===== src/hdl/asx_defs.vh =====
// Purpose: constants for the subtract/swap/xor datapath slice
// Assumes: 32-bit AHB-Lite register word, byte addresses
// Notes:   offsets are byte addresses of aligned words
`ifndef ASX_DEFS_VH
`define ASX_DEFS_VH
`define ASX_OFF_ACC     8'h00
`define ASX_OFF_OPND    8'h04
`define ASX_OFF_CMD     8'h08
`define ASX_OFF_STATUS  8'h0c
`define ASX_OFF_RESULT  8'h10
`define ASX_OP_SUB_LIT  3'h0
`define ASX_OP_SUB_REG  3'h1
`define ASX_OP_SWAP     3'h2
`define ASX_OP_XOR_LIT  3'h3
`define ASX_OP_XOR_REG  3'h4
`define ASX_ST_CARRY    0
`define ASX_ST_NIB      1
`define ASX_ST_ZERO     2
`define ASX_ST_DEST     3
`define ASX_ACC_RST     8'h00
`define ASX_OPND_RST    8'h00
`define ASX_STAT_RST    3'h0
`endif


===== src/hdl/asx_alu.v =====
// Purpose: combinational core of the five operations
// Assumes: operands already selected by the caller
// Notes:   flag enables say which flags the caller may update
`timescale 1ns/10ps
`include "asx_defs.vh"
module asx_alu
(
   op,
   acc,
   opnd,
   res,
   carry,
   nib_carry,
   zero,
   upd_carry,
   upd_zero,
   op_ok
);
   input  wire [2:0] op;
   input  wire [7:0] acc;
   input  wire [7:0] opnd;
   output reg  [7:0] res;
   output wire       carry;
   output wire       nib_carry;
   output wire       zero;
   output reg        upd_carry;
   output reg        upd_zero;
   output reg        op_ok;

   wire [8:0] diff;
   wire [4:0] ndiff;

   assign diff  = {1'b0, opnd} + {1'b0, ~acc} + 9'h001;
   assign ndiff = {1'b0, opnd[3:0]} + {1'b0, ~acc[3:0]} + 5'h01;
   assign carry     = diff[8];
   assign nib_carry = ndiff[4];
   assign zero      = (res == 8'h00);

   always @*
   begin
      res       = 8'h00;
      upd_carry = 1'b0;
      upd_zero  = 1'b0;
      op_ok     = 1'b1;
      case (op)
         `ASX_OP_SUB_LIT, `ASX_OP_SUB_REG:
         begin
            res       = diff[7:0];
            upd_carry = 1'b1;
            upd_zero  = 1'b1;
         end
         `ASX_OP_SWAP:
            res = {opnd[3:0], opnd[7:4]};
         `ASX_OP_XOR_LIT, `ASX_OP_XOR_REG:
         begin
            res      = acc ^ opnd;
            upd_zero = 1'b1;
         end
         default:
            op_ok = 1'b0;
      endcase
   end
endmodule


===== src/hdl/asx_top.v =====
// What this block does
// - subtract-from-literal puts literal minus accumulator into the accumulator.
// - subtract-from-literal updates carry, nibble-carry and zero flags only.
// - subtract-from-register computes operand minus accumulator, to acc or operand.
// - nibble-exchange swaps operand nibbles, goes to the select target, flags kept.
// - xor-literal puts accumulator xor literal in the accumulator, zero flag only.
// - xor-register xors acc with operand, to acc or operand, zero flag only.
// Purpose: 8-bit subtract/swap/xor datapath slice with AHB-Lite access
// Assumes: single word transfers, one clock, async active-low reset
// Notes:   a write of op 0 to 4 to the command word executes one operation, ops 5 to 7 do nothing
`timescale 1ns/10ps
`include "asx_defs.vh"
module asx_top
(
   clock,
   nrst,
   hsel,
   haddr,
   htrans,
   hwrite,
   hsize,
   hwdata,
   hready,
   hrdata,
   hreadyout,
   hresp
);
   input  wire        clock;
   input  wire        nrst;
   input  wire        hsel;
   input  wire [31:0] haddr;
   input  wire [1:0]  htrans;
   input  wire        hwrite;
   input  wire [2:0]  hsize;
   input  wire [31:0] hwdata;
   input  wire        hready;
   output reg  [31:0] hrdata;
   output wire        hreadyout;
   output wire        hresp;

   reg  [7:0] acc_reg;
   reg  [7:0] opnd_reg;
   reg  [2:0] status_reg;
   reg        dest_reg;
   reg  [7:0] result_reg;
   reg  [2:0] lastop_reg;
   reg        wr_pend_reg;
   reg        rd_pend_reg;
   reg  [7:0] addr_reg;

   wire       take;
   reg  [2:0] op;
   reg  [7:0] alu_b;
   wire [7:0] res;
   wire       carry;
   wire       nib_carry;
   wire       zero;
   wire       upd_carry;
   wire       upd_zero;
   wire       op_ok;
   wire       do_cmd;
   wire       to_acc;

   assign hreadyout = 1'b1;
   assign hresp     = 1'b0;
   assign take      = hsel & hready & htrans[1];
   assign do_cmd    = wr_pend_reg & (addr_reg == `ASX_OFF_CMD) & op_ok;

   // command word: [2:0] op, [3] target select, [15:8] literal
   always @*
   begin
      op    = hwdata[2:0];
      alu_b = opnd_reg;
      if ((op == `ASX_OP_SUB_LIT) || (op == `ASX_OP_XOR_LIT))
         alu_b = hwdata[15:8];
   end

   assign to_acc = (op == `ASX_OP_SUB_LIT) || (op == `ASX_OP_XOR_LIT) || !hwdata[3];

   asx_alu u_alu
   (
      .op        (op),
      .acc       (acc_reg),
      .opnd      (alu_b),
      .res       (res),
      .carry     (carry),
      .nib_carry (nib_carry),
      .zero      (zero),
      .upd_carry (upd_carry),
      .upd_zero  (upd_zero),
      .op_ok     (op_ok)
   );

   always @(posedge clock or negedge nrst)
   begin
      if (!nrst)
      begin
         wr_pend_reg <= 1'b0;
         rd_pend_reg <= 1'b0;
         addr_reg    <= 8'h00;
      end
      else
      begin
         wr_pend_reg <= take & hwrite;
         rd_pend_reg <= take & !hwrite;
         if (take)
            addr_reg <= haddr[7:0];
      end
   end

   always @(posedge clock or negedge nrst)
   begin
      if (!nrst)
      begin
         acc_reg    <= `ASX_ACC_RST;
         opnd_reg   <= `ASX_OPND_RST;
         status_reg <= `ASX_STAT_RST;
         dest_reg   <= 1'b0;
         result_reg <= 8'h00;
         lastop_reg <= 3'h0;
      end
      else if (do_cmd)
      begin
         result_reg <= res;
         lastop_reg <= op;
         dest_reg   <= !to_acc;
         if (to_acc)
            acc_reg <= res;
         else
            opnd_reg <= res;
         if (upd_carry)
         begin
            status_reg[`ASX_ST_CARRY] <= carry;
            status_reg[`ASX_ST_NIB]   <= nib_carry;
         end
         if (upd_zero)
            status_reg[`ASX_ST_ZERO] <= zero;
      end
      else if (wr_pend_reg)
      begin
         if (addr_reg == `ASX_OFF_ACC)
            acc_reg <= hwdata[7:0];
         if (addr_reg == `ASX_OFF_OPND)
            opnd_reg <= hwdata[7:0];
         if (addr_reg == `ASX_OFF_STATUS)
            status_reg <= hwdata[2:0];
      end
   end

   // read data registered in the address phase for unmapped reads too
   always @(posedge clock or negedge nrst)
   begin
      if (!nrst)
         hrdata <= 32'h00000000;
      else if (take & !hwrite)
      begin
         case (haddr[7:0])
            `ASX_OFF_ACC:    hrdata <= {24'h000000, acc_reg};
            `ASX_OFF_OPND:   hrdata <= {24'h000000, opnd_reg};
            `ASX_OFF_CMD:    hrdata <= {29'h00000000, lastop_reg};
            `ASX_OFF_STATUS: hrdata <= {28'h0000000, dest_reg, status_reg};
            `ASX_OFF_RESULT: hrdata <= {24'h000000, result_reg};
            default:         hrdata <= 32'h00000000;
         endcase
      end
   end
endmodule


===== config.mk =====
export PLATFORM = sky130hd
export DESIGN_NAME = asx_top
export DESIGN_NICKNAME = d
export VERILOG_FILES = /design/src/hdl/asx_alu.v /design/src/hdl/asx_top.v
export VERILOG_INCLUDE_DIRS = /design/src /design/src/hdl
export SDC_FILE = /design/constraint.sdc
export NUM_CORES = 1
export LEC_CHECK = 0
export ABC_AREA = 0
export BUFFER_PORTS_ARGS = -buffer_cell sky130_fd_sc_hd__buf_2
export CAP_MARGIN = 15
export CORE_UTILIZATION = 48
export DETAILED_ROUTE_END_ITERATION = 10
export PLACE_DENSITY = 0.74
export SLEW_MARGIN = 10
export SYNTH_ARGS = -nofsm -noshare
export SYNTH_HDL_FRONTEND = slang
export SYNTH_HIERARCHICAL = 1
export SYNTH_SLANG_ARGS = --single-unit
export TNS_END_PERCENT = 30

===== constraint.sdc =====
create_clock -name clock -period 7.2 [get_ports clock]
set_clock_uncertainty 0.05 [all_clocks]
set_input_delay 1.44 -clock clock [delete_from_list [all_inputs] [get_ports clock]]
set_output_delay 1.44 -clock clock [all_outputs]
set_load 0.02 [all_outputs]

==> results of run 1 <==
-- Yosys cell counts, drive strengths merged, types with 5 or more instances --
cell	n	area, µm²
nand2	16	60.1
nor3	5	25.0
inv	16	60.1
mux2	53	601
dfrtp	48	1200
ha	9	113
buf	32	246
o21ai	13	65.1
or3	5	36.3
a31oi	9	56.3
nor2b	5	31.3
clkbuf	6	23.8
nand3	6	42.5
a21oi	9	48.8
nand2b	9	56.3
nor2	20	75.1
mux2i	8	80.1
-- metrics by stage --
stage | hold WS [ns] | utilization (%) | cell area [µm²] | instances | worst slack [ns]
2_1_floorplan | 0.395 | - | 3500 | 352 | 2.42
3_3_place_gp | 0.407 | 51.9 | 3540 | 448 | 1.99
3_5_place_dp | 0.418 | 51.9 | 3540 | 448 | 1.93
4_1_cts | 0.440 | 53.3 | 3640 | 456 | 2.23
5_1_grt | 0.473 | 53.6 | 3660 | 457 | 1.95
6_report | 0.435 | 53.6 | 3660 | 457 | 2.14
-- tightest hold or removal path, cell delays in order (launching register included) --
cell and delay (ns):
dfrtp_1 0.35, nand2_1 0.05, o21ai_0 0.06
-- power by group through the flow --
stage / registers (W) / logic (W) / clock network (W)
after CTS: 0.000312 / 0.000206 / 0.000177
after global routing: 0.000315 / 0.000229 / 0.000186
final: 0.000312 / 0.000210 / 0.000177
after floorplan: 0.000311 / 0.000166 / 0
after global placement: 0.000315 / 0.000201 / 0
after detailed placement: 0.000317 / 0.000205 / 0
-- how the worst max path moves through the flow --
stage                        endpoint  slack, ns  cells past startpoint
after floorplan           opnd_reg[7]       2.42                     12
after detailed placement  opnd_reg[7]       1.93                     14
after global routing      opnd_reg[7]       1.95                     14
final                     opnd_reg[7]       2.14                     14
after CTS                 opnd_reg[7]       2.23                     14
after global placement    opnd_reg[7]       1.99                     14
-- metal layers --
layer  global-route usage (%)  vias up  routed length [µm]
li1                         -     1215                   -
met1                     27.2     1272                3250
met2                     36.9       99                3840
met3                     3.43       21                 403
met4                     9.85        0                 219
met5                        0        -                   0
-- cell type report --
cell class	count	area, µm²	area share (%)
Multi-Input combinational cell	250	1970	53.8
Sequential cell	48	1200	32.8
Timing Repair Buffer	39	213	5.81
Tap cell	96	120	3.28
Clock buffer	6	82.6	2.26
Inverter	16	60.1	1.64
Clock inverter	2	15.0	0.410
-- kinds of logic after synthesis --
family                     share of synthesized area, %
AOI/OAI and AO/OA                                  13.2
DFF                                                35.2
muxes                                              21.9
buffers and inverters                              9.68
other                                             0.220
xor gates and xnor gates                          0.257
adders and majority gates                          3.89
and+or+nand+nor                                    15.6
==> impl_metrics.yaml, run 1 <==
grt:
  grt_max_degree: 49
  antenna_found_initial: 0
  track_usage_pct: 21.7
  overflow: 0
  grt_pass1_wl_um: 12400
  grt_pass1_vias: 2521
clock_tree:
  clkSinkCount: 48
  clkLatencyLatePin_ns: 0.31
  hold_buffers: 0
  cts_resized: 0
  cts_inserted_buffers: 5
  cts_root_buffer: "clkbuf_8"
  clockBufferDepth: 2
  cts_max_level: 2
  cts.reportedPaths.clkPinSlew_ns: 0.10
  post_cts_buffers: 0
  cts_tree: "built"
power_and_ir_drop:
  p_total_w: 0.000698
  power.density_nw_per_um2: 191
  power.share.combinational_pct: 30.1
  swShare_pct: 34.3
  p_int_w: 0.000459
  power_leakage_nw: 1.68
  pwr-share-seq_pct: 44.6
  p_sw_w: 0.000239
  clkPwrFrac_pct: 25.3
  vdd_drop_max_mv: 0.0691
drt:
  drc: 0
  vias_per_cell: 5.70
  antenna_left: 0
  vias: 2607
  initialDrtViolationCount: 188
  wl_per_cell_um: 16.9
  drt_pass1_iterations: 6
  wl_um: 7710
setup_path:
  cp-start-kind: "primary input"
  critPathMaxFanout: 21
  path_class: "primary input to flip-flop"
  worstPathCellList: "buf_2 > xor2_1 > nor2_1 > buf_4 > mux2_2 > ha_1 > and2_4 > a221o_1 > a2111oi_0 > o22ai_1 > nor2b_1 > or2_1 > mux2_2 > mux2_2"
  critPathArrivalTime_ns: 5.21
  critPathMostFrequentCell: "mux2_2"
  cp_num_buf_inv: 2
  reg2reg_to: "opnd_reg[7]"
  worstPathRequired_ns: 7.35
  worstReg2RegStart: "opnd_reg[4]"
  critical-path-top-delay-family: "compound AO/OA/AOI/OAI gates"
  startpoint: "hwdata[1]"
  slowest_delay_ns: 0.50
  r2r_cells: 10
  cpMaxStageDelayCell: "a2111oi_0"
  rrSetupSlack_ns: 3.80
  worstSetupEndpointType: "flip-flop"
floorplanning:
  die_w_um: 86.3
  core_um2: 6830
  dieHeight_um: 86.3
  initial_core_util_pct: 49.9
  rows: 30
  dieArea_um2: 7450
  io_pins: 108
timing:
  setup_tns_ns: 0
  max_freq_mhz: 198
  min_period_ns: 5.06
  report.final.hold_viol_count: 0
  tightest_slew_ns: 0.636
  drv_slew: 0
  finalSetupViolations: 0
  rsz0062_at_grt: "false"
  slew_headroom_pct: 57.6
  post-route-period-util_pct: 70.3
placed_design:
  dp_hpwl_um: 5640
  port_buffers: 37
  place.gp.congestion: 0.916
logic_synthesis:
  yosys_warnings: 6
  syn_inst: 328
  synth_edf_count: 0
  ys_seq_elements: 48
  avgSynthCellArea_um2: 10.4
  syn-cell-area_um2: 3410
  synth_flop_cell: "dfrtp_1"
  ys_seq_area_share_pct: 35.2
  async_flop_share_pct: 100
  synth_cell_types: 69
run_status:
  outcome: "complete, no violations"
finish:
  insertedDiodeCount: 0
  most-common-layout-cells: "mux2_2, dfrtp_1, buf_2"
  syn_to_final_growth_pct: 7.34
  fill_cells: 641
  drive_gt1_share_pct: 32.4
  finish.net_count: 444
  final_common_cell: "mux2_2"
min_path:
  holdPathEnd: "hrdata[0]"
  holdCritStartpoint: "hrdata[0]"
  hold_class: "flip-flop to flip-flop"
  hold_depth: 2
job:
  maxCapViolations: 0
Power figures use the tool's default switching activity.
==> run 2: changes to the inputs <==
--- a/config.mk
+++ b/config.mk
@@ -9,9 +9,9 @@
 export ABC_AREA = 0
 export BUFFER_PORTS_ARGS = -buffer_cell sky130_fd_sc_hd__buf_2
 export CAP_MARGIN = 15
-export CORE_UTILIZATION = 48
+export CORE_UTILIZATION = 47
 export DETAILED_ROUTE_END_ITERATION = 10
-export PLACE_DENSITY = 0.74
+export PLACE_DENSITY = 0.75
 export SLEW_MARGIN = 10
 export SYNTH_ARGS = -nofsm -noshare
 export SYNTH_HDL_FRONTEND = slang
==> constraint.sdc (replaced) <==
create_clock -name clock -period 4.1 [get_ports clock]
set_clock_uncertainty 0.05 [all_clocks]
set_input_delay 0.82 -clock clock [delete_from_list [all_inputs] [get_ports clock]]
set_output_delay 0.82 -clock clock [all_outputs]
set_load 0.02 [all_outputs]
==> run 2 against run 1 <==
Effect of this change:
- core utilization is 3.4 points higher
- power is 85% higher
- sequential power is 76% higher
- via count increased by 6.1%
- die area rose by 2.1%
- largest power group unchanged
==> impl_metrics.yaml, run 2 (same netlist as run 1, synthesis figures left out) <==
run_status:
  outcome: "complete, no violations"
timing:
  slew_headroom_pct: 32.8
  rsz0062_at_grt: "false"
  post-route-period-util_pct: 96.5
  fin_ws_ns: 0.145
  report.final.hold_viol_count: 0
  drv_slew: 0
  max_freq_mhz: 253
  tightest_slew_ns: 1.01
  min_period_ns: 3.96
  finalSetupViolations: 0
power_and_ir_drop:
  power.density_nw_per_um2: 328
  vdd_drop_max_mv: 0.132
  power_leakage_nw: 1.87
floorplanning:
  core_um2: 6910
  rows: 30
  initial_core_util_pct: 49.4
  io_pins: 108
  dieArea_um2: 7600
  die_w_um: 87.2
  dieHeight_um: 87.2
placed_design:
  dp.cells: 488
  place_ws_ns: -0.137
  dpl_cell_area_um2: 3850
  place.gp.congestion: 0.926
  dp_hpwl_um: 6100
  port_buffers: 37
clock_tree:
  cts_tree: "built"
  clkLatencyLatePin_ns: 0.30
  cts_root_buffer: "clkbuf_8"
  clkSinkCount: 48
  clockBufferDepth: 2
  cts.reportedPaths.clkPinSlew_ns: 0.08
  cts_inserted_buffers: 5
  hold_buffers: 0
  cts_max_level: 2
  cts_resized: 0
  post_cts_buffers: 0
grt:
  antenna_found_initial: 0
  grt_pass1_wl_um: 12800
  grt_pass1_vias: 2701
  track_usage_pct: 22.0
  overflow: 0
  grt_max_degree: 49
finish:
  most-common-layout-cells: "mux2_2, dfrtp_1, buf_4"
  insertedDiodeCount: 0
  final_common_cell: "mux2_2"
  layout.cells.non_filler: 496
  syn_to_final_growth_pct: 15.5
  drive_gt1_share_pct: 39.3
  finish.net_count: 483
  final_area_um2: 3940
min_path:
  hold_class: "flip-flop to flip-flop"
drt:
  vias_per_cell: 5.58
  wl_um: 7840
  initialDrtViolationCount: 183
  vias: 2767
  drt_pass1_iterations: 5
  wl_per_cell_um: 15.8
  drc: 0
  antenna_left: 0
setup_path:
  cp-start-kind: "primary input"
  rrSetupSlack_ns: 0.87
  path_class: "primary input to flip-flop"
  critPathArrivalTime_ns: 4.08
  critPathMaxFanout: 4
  worstPathRequired_ns: 4.23
  worstSetupEndpointType: "flip-flop"
job:
  maxCapViolations: 0
[run 2: cell types whose count changed in the layout (fill, tap and decap cells not counted)]
cell	previous run	this run
buf_4	1	41
clkinv_2	0	2
clkinvlp_4	2	0
buf_12	1	0
nor2_1	20	19
nor2_2	0	1
[run 2: metrics by stage]
step	util [%]	TNS, ns	hold slack (ns)	total power (W)
final	57.0	0	0.430	0.00129
after global routing	57.0	0	0.460	0.00136
after CTS	57.0	0	0.434	0.00129
after detailed placement	55.7	-0.527	0.415	0.00101
after global placement	55.7	-0.145	0.407	0.000996
after floorplan	-	0	0.395	0.000838
[run 2: layout make-up]
type	count	area [µm²]
fillers	623	2970
clock inverters	2	10.0
well taps	96	120
inverters	16	60.1
flip-flops and latches	48	1200
clock buffers	6	82.6
multi-input cells	250	1970
repair buffers	78	493
[run 2: power breakdown]
group | switching (W) | internal [W] | total [W]
combinational | 0.000232 | 0.000229 | 0.000461
sequential | 0.0000370 | 0.000511 | 0.000548
clock | 0.000149 | 0.000135 | 0.000284
total | 0.000418 | 0.000875 | 0.00129
[run 2: routing by layer]
metal / global-route usage [%] / vias to the layer above / part of all wire [%]
met5: 0 / - / 0
met4: 7.45 / 0 / 0.87
met3: 2.75 / 9 / 5.8
met2: 38.6 / 116 / 49
met1: 28.0 / 1353 / 44
li1: - / 1289 / -
[run 2: path summary, 6_finish.rpt]
| path | to | startpoint | cells after the start |
|---|---|---|---|
| worst max-delay path | opnd_reg[7] | hwdata[1] | 14 |
| worst min-delay path | hrdata[0] | hrdata[0] | 2 |
| worst max register to register | opnd_reg[7] | opnd_reg[4] | 10 |
| worst min register to register | hrdata[0] | hrdata[0] | 2 |
| max in group asynchronous | addr_reg[3] | nrst | 1 |
| min in group asynchronous | addr_reg[1] | nrst | 1 |
[run 2: worst max-delay path, cell delays in order]
cell and delay (ns):
buf_2 0.11, xor2_1 0.18, nor2_2 0.12, buf_4 0.15
mux2_2 0.35, ha_1 0.30, and2_4 0.17, a221o_1 0.35
a2111oi_0 0.46, o22ai_1 0.12, nor2b_1 0.16, or2_1 0.26
mux2_2 0.28, mux2_2 0.27
